## config.mk

```make
export PLATFORM = sky130hd
export DESIGN_NAME = cct_timer_ctrl
export DESIGN_NICKNAME = d
export VERILOG_FILES = /design/src/inc/cct_pkg.sv /design/src/verilog/cct_prescaler.sv /design/src/verilog/cct_match_chan.sv /design/src/verilog/cct_timer_ctrl.sv
export SDC_FILE = /design/constraint.sdc
export NUM_CORES = 1
export LEC_CHECK = 0
export ABC_CLOCK_PERIOD_IN_PS = 4400
export BUFFER_PORTS_ARGS = -buffer_cell sky130_fd_sc_hd__buf_4
export CAP_MARGIN = 20
export CORE_ASPECT_RATIO = 1.1
export CORE_UTILIZATION = 60
export CTS_CLUSTER_SIZE = 30
export DETAILED_ROUTE_END_ITERATION = 16
export GPL_TIMING_DRIVEN = 1
export PLACE_DENSITY = 0.81
export SLEW_MARGIN = 20
export SYNTH_ARGS = -nofsm -noshare
export SYNTH_HDL_FRONTEND = slang
export SYNTH_HIERARCHICAL = 1
export SYNTH_SLANG_ARGS = --single-unit
```

## constraint.sdc

```tcl
create_clock -name sys_clk -period 4.4 [get_ports sys_clk]
set_clock_uncertainty 0.05 [all_clocks]
set_input_delay 1.1 -clock sys_clk [delete_from_list [all_inputs] [get_ports sys_clk]]
set_output_delay 1.1 -clock sys_clk [all_outputs]
set_load 0.01 [all_outputs]
```

## src/inc/cct_pkg.sv

```systemverilog
// Purpose: Shared constants for the capture/compare timer control block
// Assumes: 32-bit register port, byte addresses
// Notes:   Field positions are bit indices of the control word

// ******************************************
// Package
// ******************************************
package cct_pkg;
  localparam int          DATA_W     = 32;
  localparam int          ADDR_W     = 8;
  localparam int          PRE_W      = 7;
  localparam int          SEL_W      = 3;
  localparam int          NUM_CH     = 2;
  // Register byte offsets
  localparam logic [7:0]  OFF_CTRL   = 8'h00;
  localparam logic [7:0]  OFF_COUNT  = 8'h0c;
  localparam logic [7:0]  OFF_CMP0   = 8'h28;
  localparam logic [7:0]  OFF_CMP1   = 8'h2c;
  // Control word fields
  localparam int          B_ACT      = 0;
  localparam int          B_RUN      = 1;
  localparam int          B_ZERO     = 2;
  localparam int          B_DIV_LO   = 4;
  localparam int          B_DIV_HI   = 6;
  localparam int          B_EN0      = 8;
  localparam int          B_EN1      = 9;
  localparam int          B_SET1     = 16;
  localparam int          B_SET0     = 17;
  localparam int          B_CLR1     = 24;
  localparam int          B_CLR0     = 25;
  localparam logic [31:0] CTRL_USED  = 32'h0303_0377;
  // Values after reset, and the counter's top value
  localparam logic [31:0] CNT_RST    = 32'h0000_0000;
  localparam logic [31:0] CMP_RST    = 32'h0000_0000;
  localparam logic [31:0] CNT_MAX    = 32'hffff_ffff;
  localparam logic [2:0]  DIV_RST    = 3'h0;
  localparam logic [1:0]  EN_RST     = 2'h0;
endpackage

```

## src/verilog/cct_prescaler.sv

```systemverilog
// Purpose: Time-base divider for the free-running counter
// Assumes: sel picks a divide by two to the power sel
// Notes:   Divider restarts whenever counting is halted

`timescale 1ns/1ns

module cct_prescaler (
  // Clock and reset
  input  wire logic                    sys_clk,
  input  wire logic                    rst,
  // Control
  input  wire logic                    run,
  input  wire logic [cct_pkg::SEL_W-1:0] sel,
  // Time base
  output logic                         tick
);
  logic [cct_pkg::PRE_W-1:0] div_cnt_ff;
  logic [cct_pkg::PRE_W-1:0] nxt_div_cnt;
  logic [cct_pkg::PRE_W-1:0] mask;

  // ******************************************
  // Divider
  // ******************************************
  always_comb begin
    mask        = cct_pkg::PRE_W'((8'h1 << sel) - 8'h1);
    tick        = run && ((div_cnt_ff & mask) == mask);
    nxt_div_cnt = run ? div_cnt_ff + 7'h1 : 7'h0;
  end

  always_ff @(posedge sys_clk) begin
    if (rst) begin
      div_cnt_ff <= 7'h0;
    end else begin
      div_cnt_ff <= nxt_div_cnt;
    end
  end

  // ******************************************
  // Checks
  // ******************************************
  logic [7:0] gap_ff;
  logic       seen_ff;
  logic [2:0] sel_q_ff;

  always_ff @(posedge sys_clk) begin
    sel_q_ff <= sel;
    if (rst || !run || sel != sel_q_ff) begin
      gap_ff  <= 8'h0;
      seen_ff <= 1'b0;
    end else if (tick) begin
      gap_ff  <= 8'h0;
      seen_ff <= 1'b1;
    end else begin
      gap_ff  <= gap_ff + 8'h1;
    end
  end
endmodule

```

## src/verilog/cct_match_chan.sv

```systemverilog
// Purpose: One compare channel toggle output and event pulse
// Assumes: hit is already qualified by enable and counter step
// Notes:   Software force beats a match toggle in the same cycle

`timescale 1ns/1ns

module cct_match_chan (
  // Clock and reset
  input  wire logic sys_clk,
  input  wire logic rst,
  // Requests
  input  wire logic hit,
  input  wire logic do_set,
  input  wire logic do_clr,
  // Results
  output logic      out_ff,
  output logic      evt_ff
);
  logic nxt_out;

  // ******************************************
  // Toggle flop
  // ******************************************
  always_comb begin
    nxt_out = out_ff;
    if (do_set) begin
      nxt_out = 1'b1;
    end else if (do_clr) begin
      nxt_out = 1'b0;
    end else if (hit) begin
      nxt_out = !out_ff;
    end
  end

  always_ff @(posedge sys_clk) begin
    if (rst) begin
      out_ff <= 1'b0;
      evt_ff <= 1'b0;
    end else begin
      out_ff <= nxt_out;
      evt_ff <= hit;
    end
  end
endmodule

```

## src/verilog/cct_timer_ctrl.sv

```systemverilog
// Purpose: Control logic of a capture/compare timer with two compare channels
// Assumes: Register port reads answer one cycle after the read strobe
// Notes:   Event outputs are one-cycle pulses for an interrupt aggregator
// Contract
// - Clear bits read output state; writing 1 forces output low.
// - Clear of one output is ignored if the other set bit is written 1.
// - Set bits read output state; writing 1 forces output high.
// - Enabled channel match toggles its output and sends a compare event.
// - Bits 6 to 4 select the counter time-base divider.
// - Codes 0 to 7 divide by 1 up to 128.
// - Zero bit stops and clears the counter, then clears itself.
// - Run bit starts and halts counting without changing the count.
// - Finishing a zero cycle clears the run bit.
// - Counter is writable only while run bit is 0.
// - Activate bit 0 stops the time base, counting and matches; forces, zero and counter writes still act.
// - Counter wrap to zero raises an overflow event.
//
// The implementer's own choice: the address-and-strobe port.

`timescale 1ns/1ns

module cct_timer_ctrl (
  // Clock and reset
  input  wire logic        sys_clk,
  input  wire logic        rst,
  // Register port
  input  wire logic [7:0]  reg_addr,
  input  wire logic [31:0] reg_wdata,
  input  wire logic        reg_wr,
  input  wire logic        reg_rd,
  output logic      [31:0] reg_rdata_ff,
  // Compare outputs
  output logic             match_toggle_out_0,
  output logic             match_toggle_out_1,
  // Events to the aggregator
  output logic             match_event_0,
  output logic             match_event_1,
  output logic             overflow_event_ff
);
  // ******************************************
  // Declarations
  // ******************************************
  logic        act_ff;
  logic        run_ff;
  logic        zero_ff;
  logic [2:0]  div_ff;
  logic [1:0]  en_ff;
  logic [31:0] cnt_ff;
  logic [31:0] cmp_ff [cct_pkg::NUM_CH];
  logic        nxt_act;
  logic        nxt_run;
  logic        nxt_zero;
  logic [2:0]  nxt_div;
  logic [1:0]  nxt_en;
  logic [31:0] nxt_cnt;
  logic [31:0] nxt_cmp [cct_pkg::NUM_CH];
  logic        nxt_ovf;
  logic [31:0] nxt_rdata;
  logic        wr_ctrl;
  logic        wr_cnt;
  logic        pre_run;
  logic        tick;
  logic        cnt_step;
  logic [31:0] cnt_inc;
  logic [1:0]  hit;
  logic [1:0]  do_set;
  logic [1:0]  do_clr;
  logic [1:0]  out_st;
  logic [1:0]  evt;

  assign wr_ctrl = reg_wr && reg_addr == cct_pkg::OFF_CTRL;
  assign wr_cnt  = reg_wr && reg_addr == cct_pkg::OFF_COUNT;

  // ******************************************
  // Control register
  // ******************************************
  always_comb begin
    nxt_act  = act_ff;
    nxt_run  = run_ff;
    nxt_zero = zero_ff;
    nxt_div  = div_ff;
    nxt_en   = en_ff;
    if (wr_ctrl) begin
      // Only defined fields are taken; the rest of the word is dropped
      nxt_act = reg_wdata[cct_pkg::B_ACT];
      nxt_run = reg_wdata[cct_pkg::B_RUN];
      nxt_div = reg_wdata[cct_pkg::B_DIV_HI:cct_pkg::B_DIV_LO];
      nxt_en  = {reg_wdata[cct_pkg::B_EN1], reg_wdata[cct_pkg::B_EN0]};
    end
    if (zero_ff) begin
      nxt_run  = 1'b0;
      nxt_zero = 1'b0;
    end
    if (wr_ctrl && reg_wdata[cct_pkg::B_ZERO]) begin
      nxt_zero = 1'b1;
    end
  end

  always_ff @(posedge sys_clk) begin
    if (rst) begin
      act_ff  <= 1'b0;
      run_ff  <= 1'b0;
      zero_ff <= 1'b0;
      div_ff  <= cct_pkg::DIV_RST;
      en_ff   <= cct_pkg::EN_RST;
    end else begin
      act_ff  <= nxt_act;
      run_ff  <= nxt_run;
      zero_ff <= nxt_zero;
      div_ff  <= nxt_div;
      en_ff   <= nxt_en;
    end
  end

  // ******************************************
  // Time base and free-running counter
  // ******************************************
  // An inactive block restarts its divider and holds its counter, standing in for gated clocks
  assign pre_run = act_ff && run_ff && !zero_ff;

  cct_prescaler u_pre (
    .sys_clk (sys_clk),
    .rst     (rst),
    .run     (pre_run),
    .sel     (div_ff),
    .tick    (tick)
  );

  assign cnt_step = tick;
  assign cnt_inc  = cnt_ff + 32'h1;

  always_comb begin
    nxt_cnt = cnt_ff;
    nxt_ovf = 1'b0;
    nxt_cmp = cmp_ff;
    if (zero_ff) begin
      nxt_cnt = cct_pkg::CNT_RST;
    end else if (wr_cnt && !run_ff) begin
      nxt_cnt = reg_wdata;
    end else if (cnt_step) begin
      nxt_cnt = cnt_inc;
      nxt_ovf = cnt_ff == cct_pkg::CNT_MAX;
    end
    if (reg_wr && reg_addr == cct_pkg::OFF_CMP0) begin
      nxt_cmp[0] = reg_wdata;
    end
    if (reg_wr && reg_addr == cct_pkg::OFF_CMP1) begin
      nxt_cmp[1] = reg_wdata;
    end
  end

  always_ff @(posedge sys_clk) begin
    if (rst) begin
      cnt_ff            <= cct_pkg::CNT_RST;
      overflow_event_ff <= 1'b0;
      cmp_ff[0]         <= cct_pkg::CMP_RST;
      cmp_ff[1]         <= cct_pkg::CMP_RST;
    end else begin
      cnt_ff            <= nxt_cnt;
      overflow_event_ff <= nxt_ovf;
      cmp_ff            <= nxt_cmp;
    end
  end

  // ******************************************
  // Compare channels
  // ******************************************
  // A clear is dropped when the opposite channel's set is written in the same word
  assign do_set[0] = wr_ctrl && reg_wdata[cct_pkg::B_SET0];
  assign do_set[1] = wr_ctrl && reg_wdata[cct_pkg::B_SET1];
  assign do_clr[0] = wr_ctrl && reg_wdata[cct_pkg::B_CLR0]
                     && !reg_wdata[cct_pkg::B_SET1];
  assign do_clr[1] = wr_ctrl && reg_wdata[cct_pkg::B_CLR1]
                     && !reg_wdata[cct_pkg::B_SET0];

  // Match is judged on the value the counter steps to, so one count gives one event
  for (genvar i = 0; i < cct_pkg::NUM_CH; i++) begin : g_ch
    assign hit[i] = en_ff[i] && cnt_step && !zero_ff
                    && cnt_inc == cmp_ff[i];

    cct_match_chan u_ch (
      .sys_clk (sys_clk),
      .rst     (rst),
      .hit     (hit[i]),
      .do_set  (do_set[i]),
      .do_clr  (do_clr[i]),
      .out_ff  (out_st[i]),
      .evt_ff  (evt[i])
    );
  end

  assign match_toggle_out_0 = out_st[0];
  assign match_toggle_out_1 = out_st[1];
  assign match_event_0      = evt[0];
  assign match_event_1      = evt[1];

  // ******************************************
  // Read data
  // ******************************************
  always_comb begin
    nxt_rdata = 32'h0;
    if (reg_rd) begin
      case (reg_addr)
        cct_pkg::OFF_CTRL: begin
          nxt_rdata[cct_pkg::B_ACT]                     = act_ff;
          nxt_rdata[cct_pkg::B_RUN]                     = run_ff;
          nxt_rdata[cct_pkg::B_ZERO]                    = zero_ff;
          nxt_rdata[cct_pkg::B_DIV_HI:cct_pkg::B_DIV_LO] = div_ff;
          nxt_rdata[cct_pkg::B_EN0]                     = en_ff[0];
          nxt_rdata[cct_pkg::B_EN1]                     = en_ff[1];
          nxt_rdata[cct_pkg::B_SET0]                    = out_st[0];
          nxt_rdata[cct_pkg::B_SET1]                    = out_st[1];
          nxt_rdata[cct_pkg::B_CLR0]                    = out_st[0];
          nxt_rdata[cct_pkg::B_CLR1]                    = out_st[1];
        end
        cct_pkg::OFF_COUNT: begin
          nxt_rdata = cnt_ff;
        end
        cct_pkg::OFF_CMP0: begin
          nxt_rdata = cmp_ff[0];
        end
        cct_pkg::OFF_CMP1: begin
          nxt_rdata = cmp_ff[1];
        end
        default: begin
          nxt_rdata = 32'h0;
        end
      endcase
    end
  end

  always_ff @(posedge sys_clk) begin
    if (rst) begin
      reg_rdata_ff <= 32'h0;
    end else begin
      reg_rdata_ff <= nxt_rdata;
    end
  end
endmodule

```

==> summary.md <==
| Metric | Value |
|---|---|
| Max Slew Vio Count | 0 |
| Setup CP Type | register to register |
| Final Cycle Share | 82.05% |
| CTS tree | yes |
| Max incr delay on CP | 0.54 ns |
| Placer Congestion | 0.9898 |
| Post-DP HPWL | 18.08 mm |
| CTS Buffer Depth | 2 |
| Die area | 14040 sq um |
| Largest fanout on the critical path | 13 |
| DR top layer | met4 |
| Largest cells by area after synthesis | dfxtp_1 36%, nand2_1 8.5%, xnor2_1 7.6%, a21oi_1 5.8%, xor2_1 4.4% |
| First-pass GRT wire length | 39.74 mm |
| Wire per inst | 20.86 microns |
| Final setup margin | 0.7899 ns |
| Net Count, Synth | 1078 |
| Minimum clock period | 3.610 ns |
| Status | complete, no violations |
| Setup TNS | 0 ns |
| Final nets | 1115 |
| Unrepaired setup endpoints after global routing | false |
| Hold Path End | act_ff |
| FF-to-FF setup slack | 0.79 ns |
| Maximum vdd drop | 0.0002608 V |
| YS warnings | 6 |
| WL met2 | 12.66 mm |
| Total CTS buffers | 17 |
| Clock Tree Root | clkbuf_16 |
| Proportion of layout cells with a drive suffix above 1 | 17.01% |
| Vias in the first global route | 7187 |
| Synth top area share | 36.39% |
| Via count | 7800 |
| Clk_lat worst skew | 0.43 ns |
| Wire length on met3 | 1.670 mm |
| Most used DFF post-synth | dfxtp_1 |
| Synth cell types | 62 |
| Clk slew on worst S/H paths | 0.06 ns |
| Post-synth top area cell | dfxtp_1 |
| Width of the die | 113.1 microns |
| All-Layer GR Usage | 37.40% |
| Ant. Diodes | 0 |
| Largest net degree at the start of global routing | 49 |
| Worst reg-to-reg path cell count | 11 |
| Met1 wire length | 10.39 mm |
| Slew headroom | 42.64% |
| Pre-CTS setup slack | 0.8265 ns |
| Synthesized area | 8143 sq um |
| Drt pass-1 iters | 5 |
| Die Ht | 124.2 microns |
| Async S/R FF share, synth | 0% |
| Post-CTS setup buffers | 0 |
| Post-CTS resize count | 0 |
| Hold depth | 2 |
| Core ar. | 13210 sq um |
| Drt initial violations | 846 |
| PortBufs | 80 |
| Final Hold Fails | 0 |
| CP cell instances | ha_1, nand3_1, buf_4, or2_2, o41ai_1, a21oi_1, a2111oi_0, nand4_1, nor4_2, xnor2_1, o31ai_2 |
| Antenna viol nets, final | 0 |
| PwrDens | 312.3 nW/um^2 |
| Sequential-to-total area share from yosys stat | 36.39% |
| FF+latch count, synth | 148 |
| Syn_area_per_cell | 7.890 sq um |
| # hold bufs at CTS | 0 |
| HP Start | act_ff |
| Total grt overflow | 0 |
| Final Setup Violations | 0 |
| Critical path's slowest cell | dfxtp_1 |
| Routed Wire Length | 25.94 mm |
| Worst flop-to-flop path endpoint | g_ch[1].u_ch/out_ff |
| Residual DRC | 0 |
| Worst EP arrival | 3.91 ns |
| Worst EP required | 4.70 ns |
| Antenna violations before repair | 0 |
| Slew @ Worst Pin | 0.8526 ns |
| Syn Inst Count | 1032 |
| Total power | 2.921 mW |
| Post-synth EDFFs | 0 |
| Crit path capture type | register |
| Max Fclk | 277.0 MHz |
| Area growth from synthesis to layout | 14.86% |
| Lkg Pwr | 3.195 nW |
| # IOs | 81 |
| Max-Cap Viols | 0 |
| H-tree lvl count | 4 |
| Core Rows | 44 |
| Post-DR vias/cell | 6.275 |
| Critical R2R Launch | cnt_ff[0] |
| Clk sinks | 148 |
| CP startpoint kind | register |
| HP Class | register to register |
| Starting Density | 61.63% |
[worst max path at each step]
stage / slack [ns] / cells past startpoint / endpoint / from
finish: 0.79 / 11 / g_ch[1].u_ch/out_ff / cnt_ff[0]
floorplan: 1.36 / 12 / g_ch[0].u_ch/out_ff / cnt_ff[1]
CTS: 0.81 / 11 / g_ch[0].u_ch/out_ff / cnt_ff[0]
global route: 0.51 / 10 / g_ch[1].u_ch/out_ff / cnt_ff[0]
detailed placement: 0.83 / 11 / g_ch[0].u_ch/out_ff / cnt_ff[0]
global placement: 0.87 / 11 / g_ch[0].u_ch/out_ff / cnt_ff[0]
[through the flow]
stage               hold slack, ns  std cells  util (%)  cell area (sq um)
floorplan                   0.3863       1032         -               8143
global placement            0.3934       1211     66.34               8766
detailed placement          0.4215       1211     66.34               8766
CTS                         0.4300       1243     70.79               9353
global route                0.4407       1243     70.79               9353
finish                      0.4327       1243     70.79               9353
[worst max-delay path, delay by kind of cell, from the launching register on]
| family | cells | cell delay, ns |
|---|---|---|
| buf+inv | 1 | 0.21 |
| flops | 1 | 0.54 |
| compound gates | 4 | 1.22 |
| xor+xnor | 1 | 0.13 |
| fa+ha+maj | 1 | 0.35 |
| simple gates | 4 | 1.01 |
[power by group]
part / internal (mW) / switching, mW
clock network: 0.867 / 0.604
registers: 1.34 / 0.00280
logic: 0.0393 / 0.0663
[final cells by class]
cell class	instances	area, sq um
clock inverters	11	126.4
fillers	1094	3860
inverters	17	63.81
clock buffers	21	460.4
well taps	161	201.4
repair buffers	105	788.3
multi-input cells	780	4750
flip-flops and latches	148	2963
[flip-flops by register name, indices dropped and copies added, names as in the netlist]
name,flops
act_ff,1
cmp_ff,64
cnt_ff,32
div_ff,3
en_ff,2
g_ch.u_ch/evt_ff,2
g_ch.u_ch/out_ff,2
overflow_event_ff,1
reg_rdata_ff,32
run_ff,1
u_pre/div_cnt_ff,7
zero_ff,1
[metal layers]
metal,up-vias,track usage (%)
li1,3655,-
met4,0,20.31
met2,357,64.19
met1,3708,45.79
met5,-,0
met3,80,5.012
[Yosys cell counts (2+ instances only)]
master       n
nand3_1     25
a2111oi_0    2
a31oi_1      4
nor4b_1      3
a211oi_1    35
and2_1       4
buf_2       12
xor2_1      41
a21o_1       2
buf_6        2
nand2_1    184
a22oi_1     33
nor3b_1      5
a21oi_1     94
buf_1        7
mux2_2      29
ha_1         2
nor3_1      17
nor2_1      88
nand4b_1     3
inv_1       17
buf_4        5
o211ai_1     2
nand4_1     29
a311oi_1     2
or2_2        5
nand2b_1     7
nor4_2       3
o31ai_2      2
o21ai_0     18
nor2b_1      6
dfxtp_1    148
xnor3_1      3
and4_1       2
nor4_1      16
or3_1        8
nor3_2       3
xnor2_1     71
and3_1      10
clkbuf_1    61
[cell usage in the layout (no fill, tap or decap), drive strengths merged, types with 26 or more instances in the layout]
master and instances:
dfxtp 148, mux2 29, xor2 41, nor2 88, nand4 31, a211oi 35
buf 105, a21oi 94, a22oi 33, nand3 26, nand2 184, xnor2 71
[cells by family after synthesis]
kind of cell	count (synthesis)	synth area share, %
simple gates	427	24.92
compound gates	206	15.98
flops	148	36.39
xor+xnor	115	12.88
buf+inv	104	5.393
mux	30	4.133
fa+ha+maj	2	0.3073
Note: power is estimated with default switching activity, not from simulation.
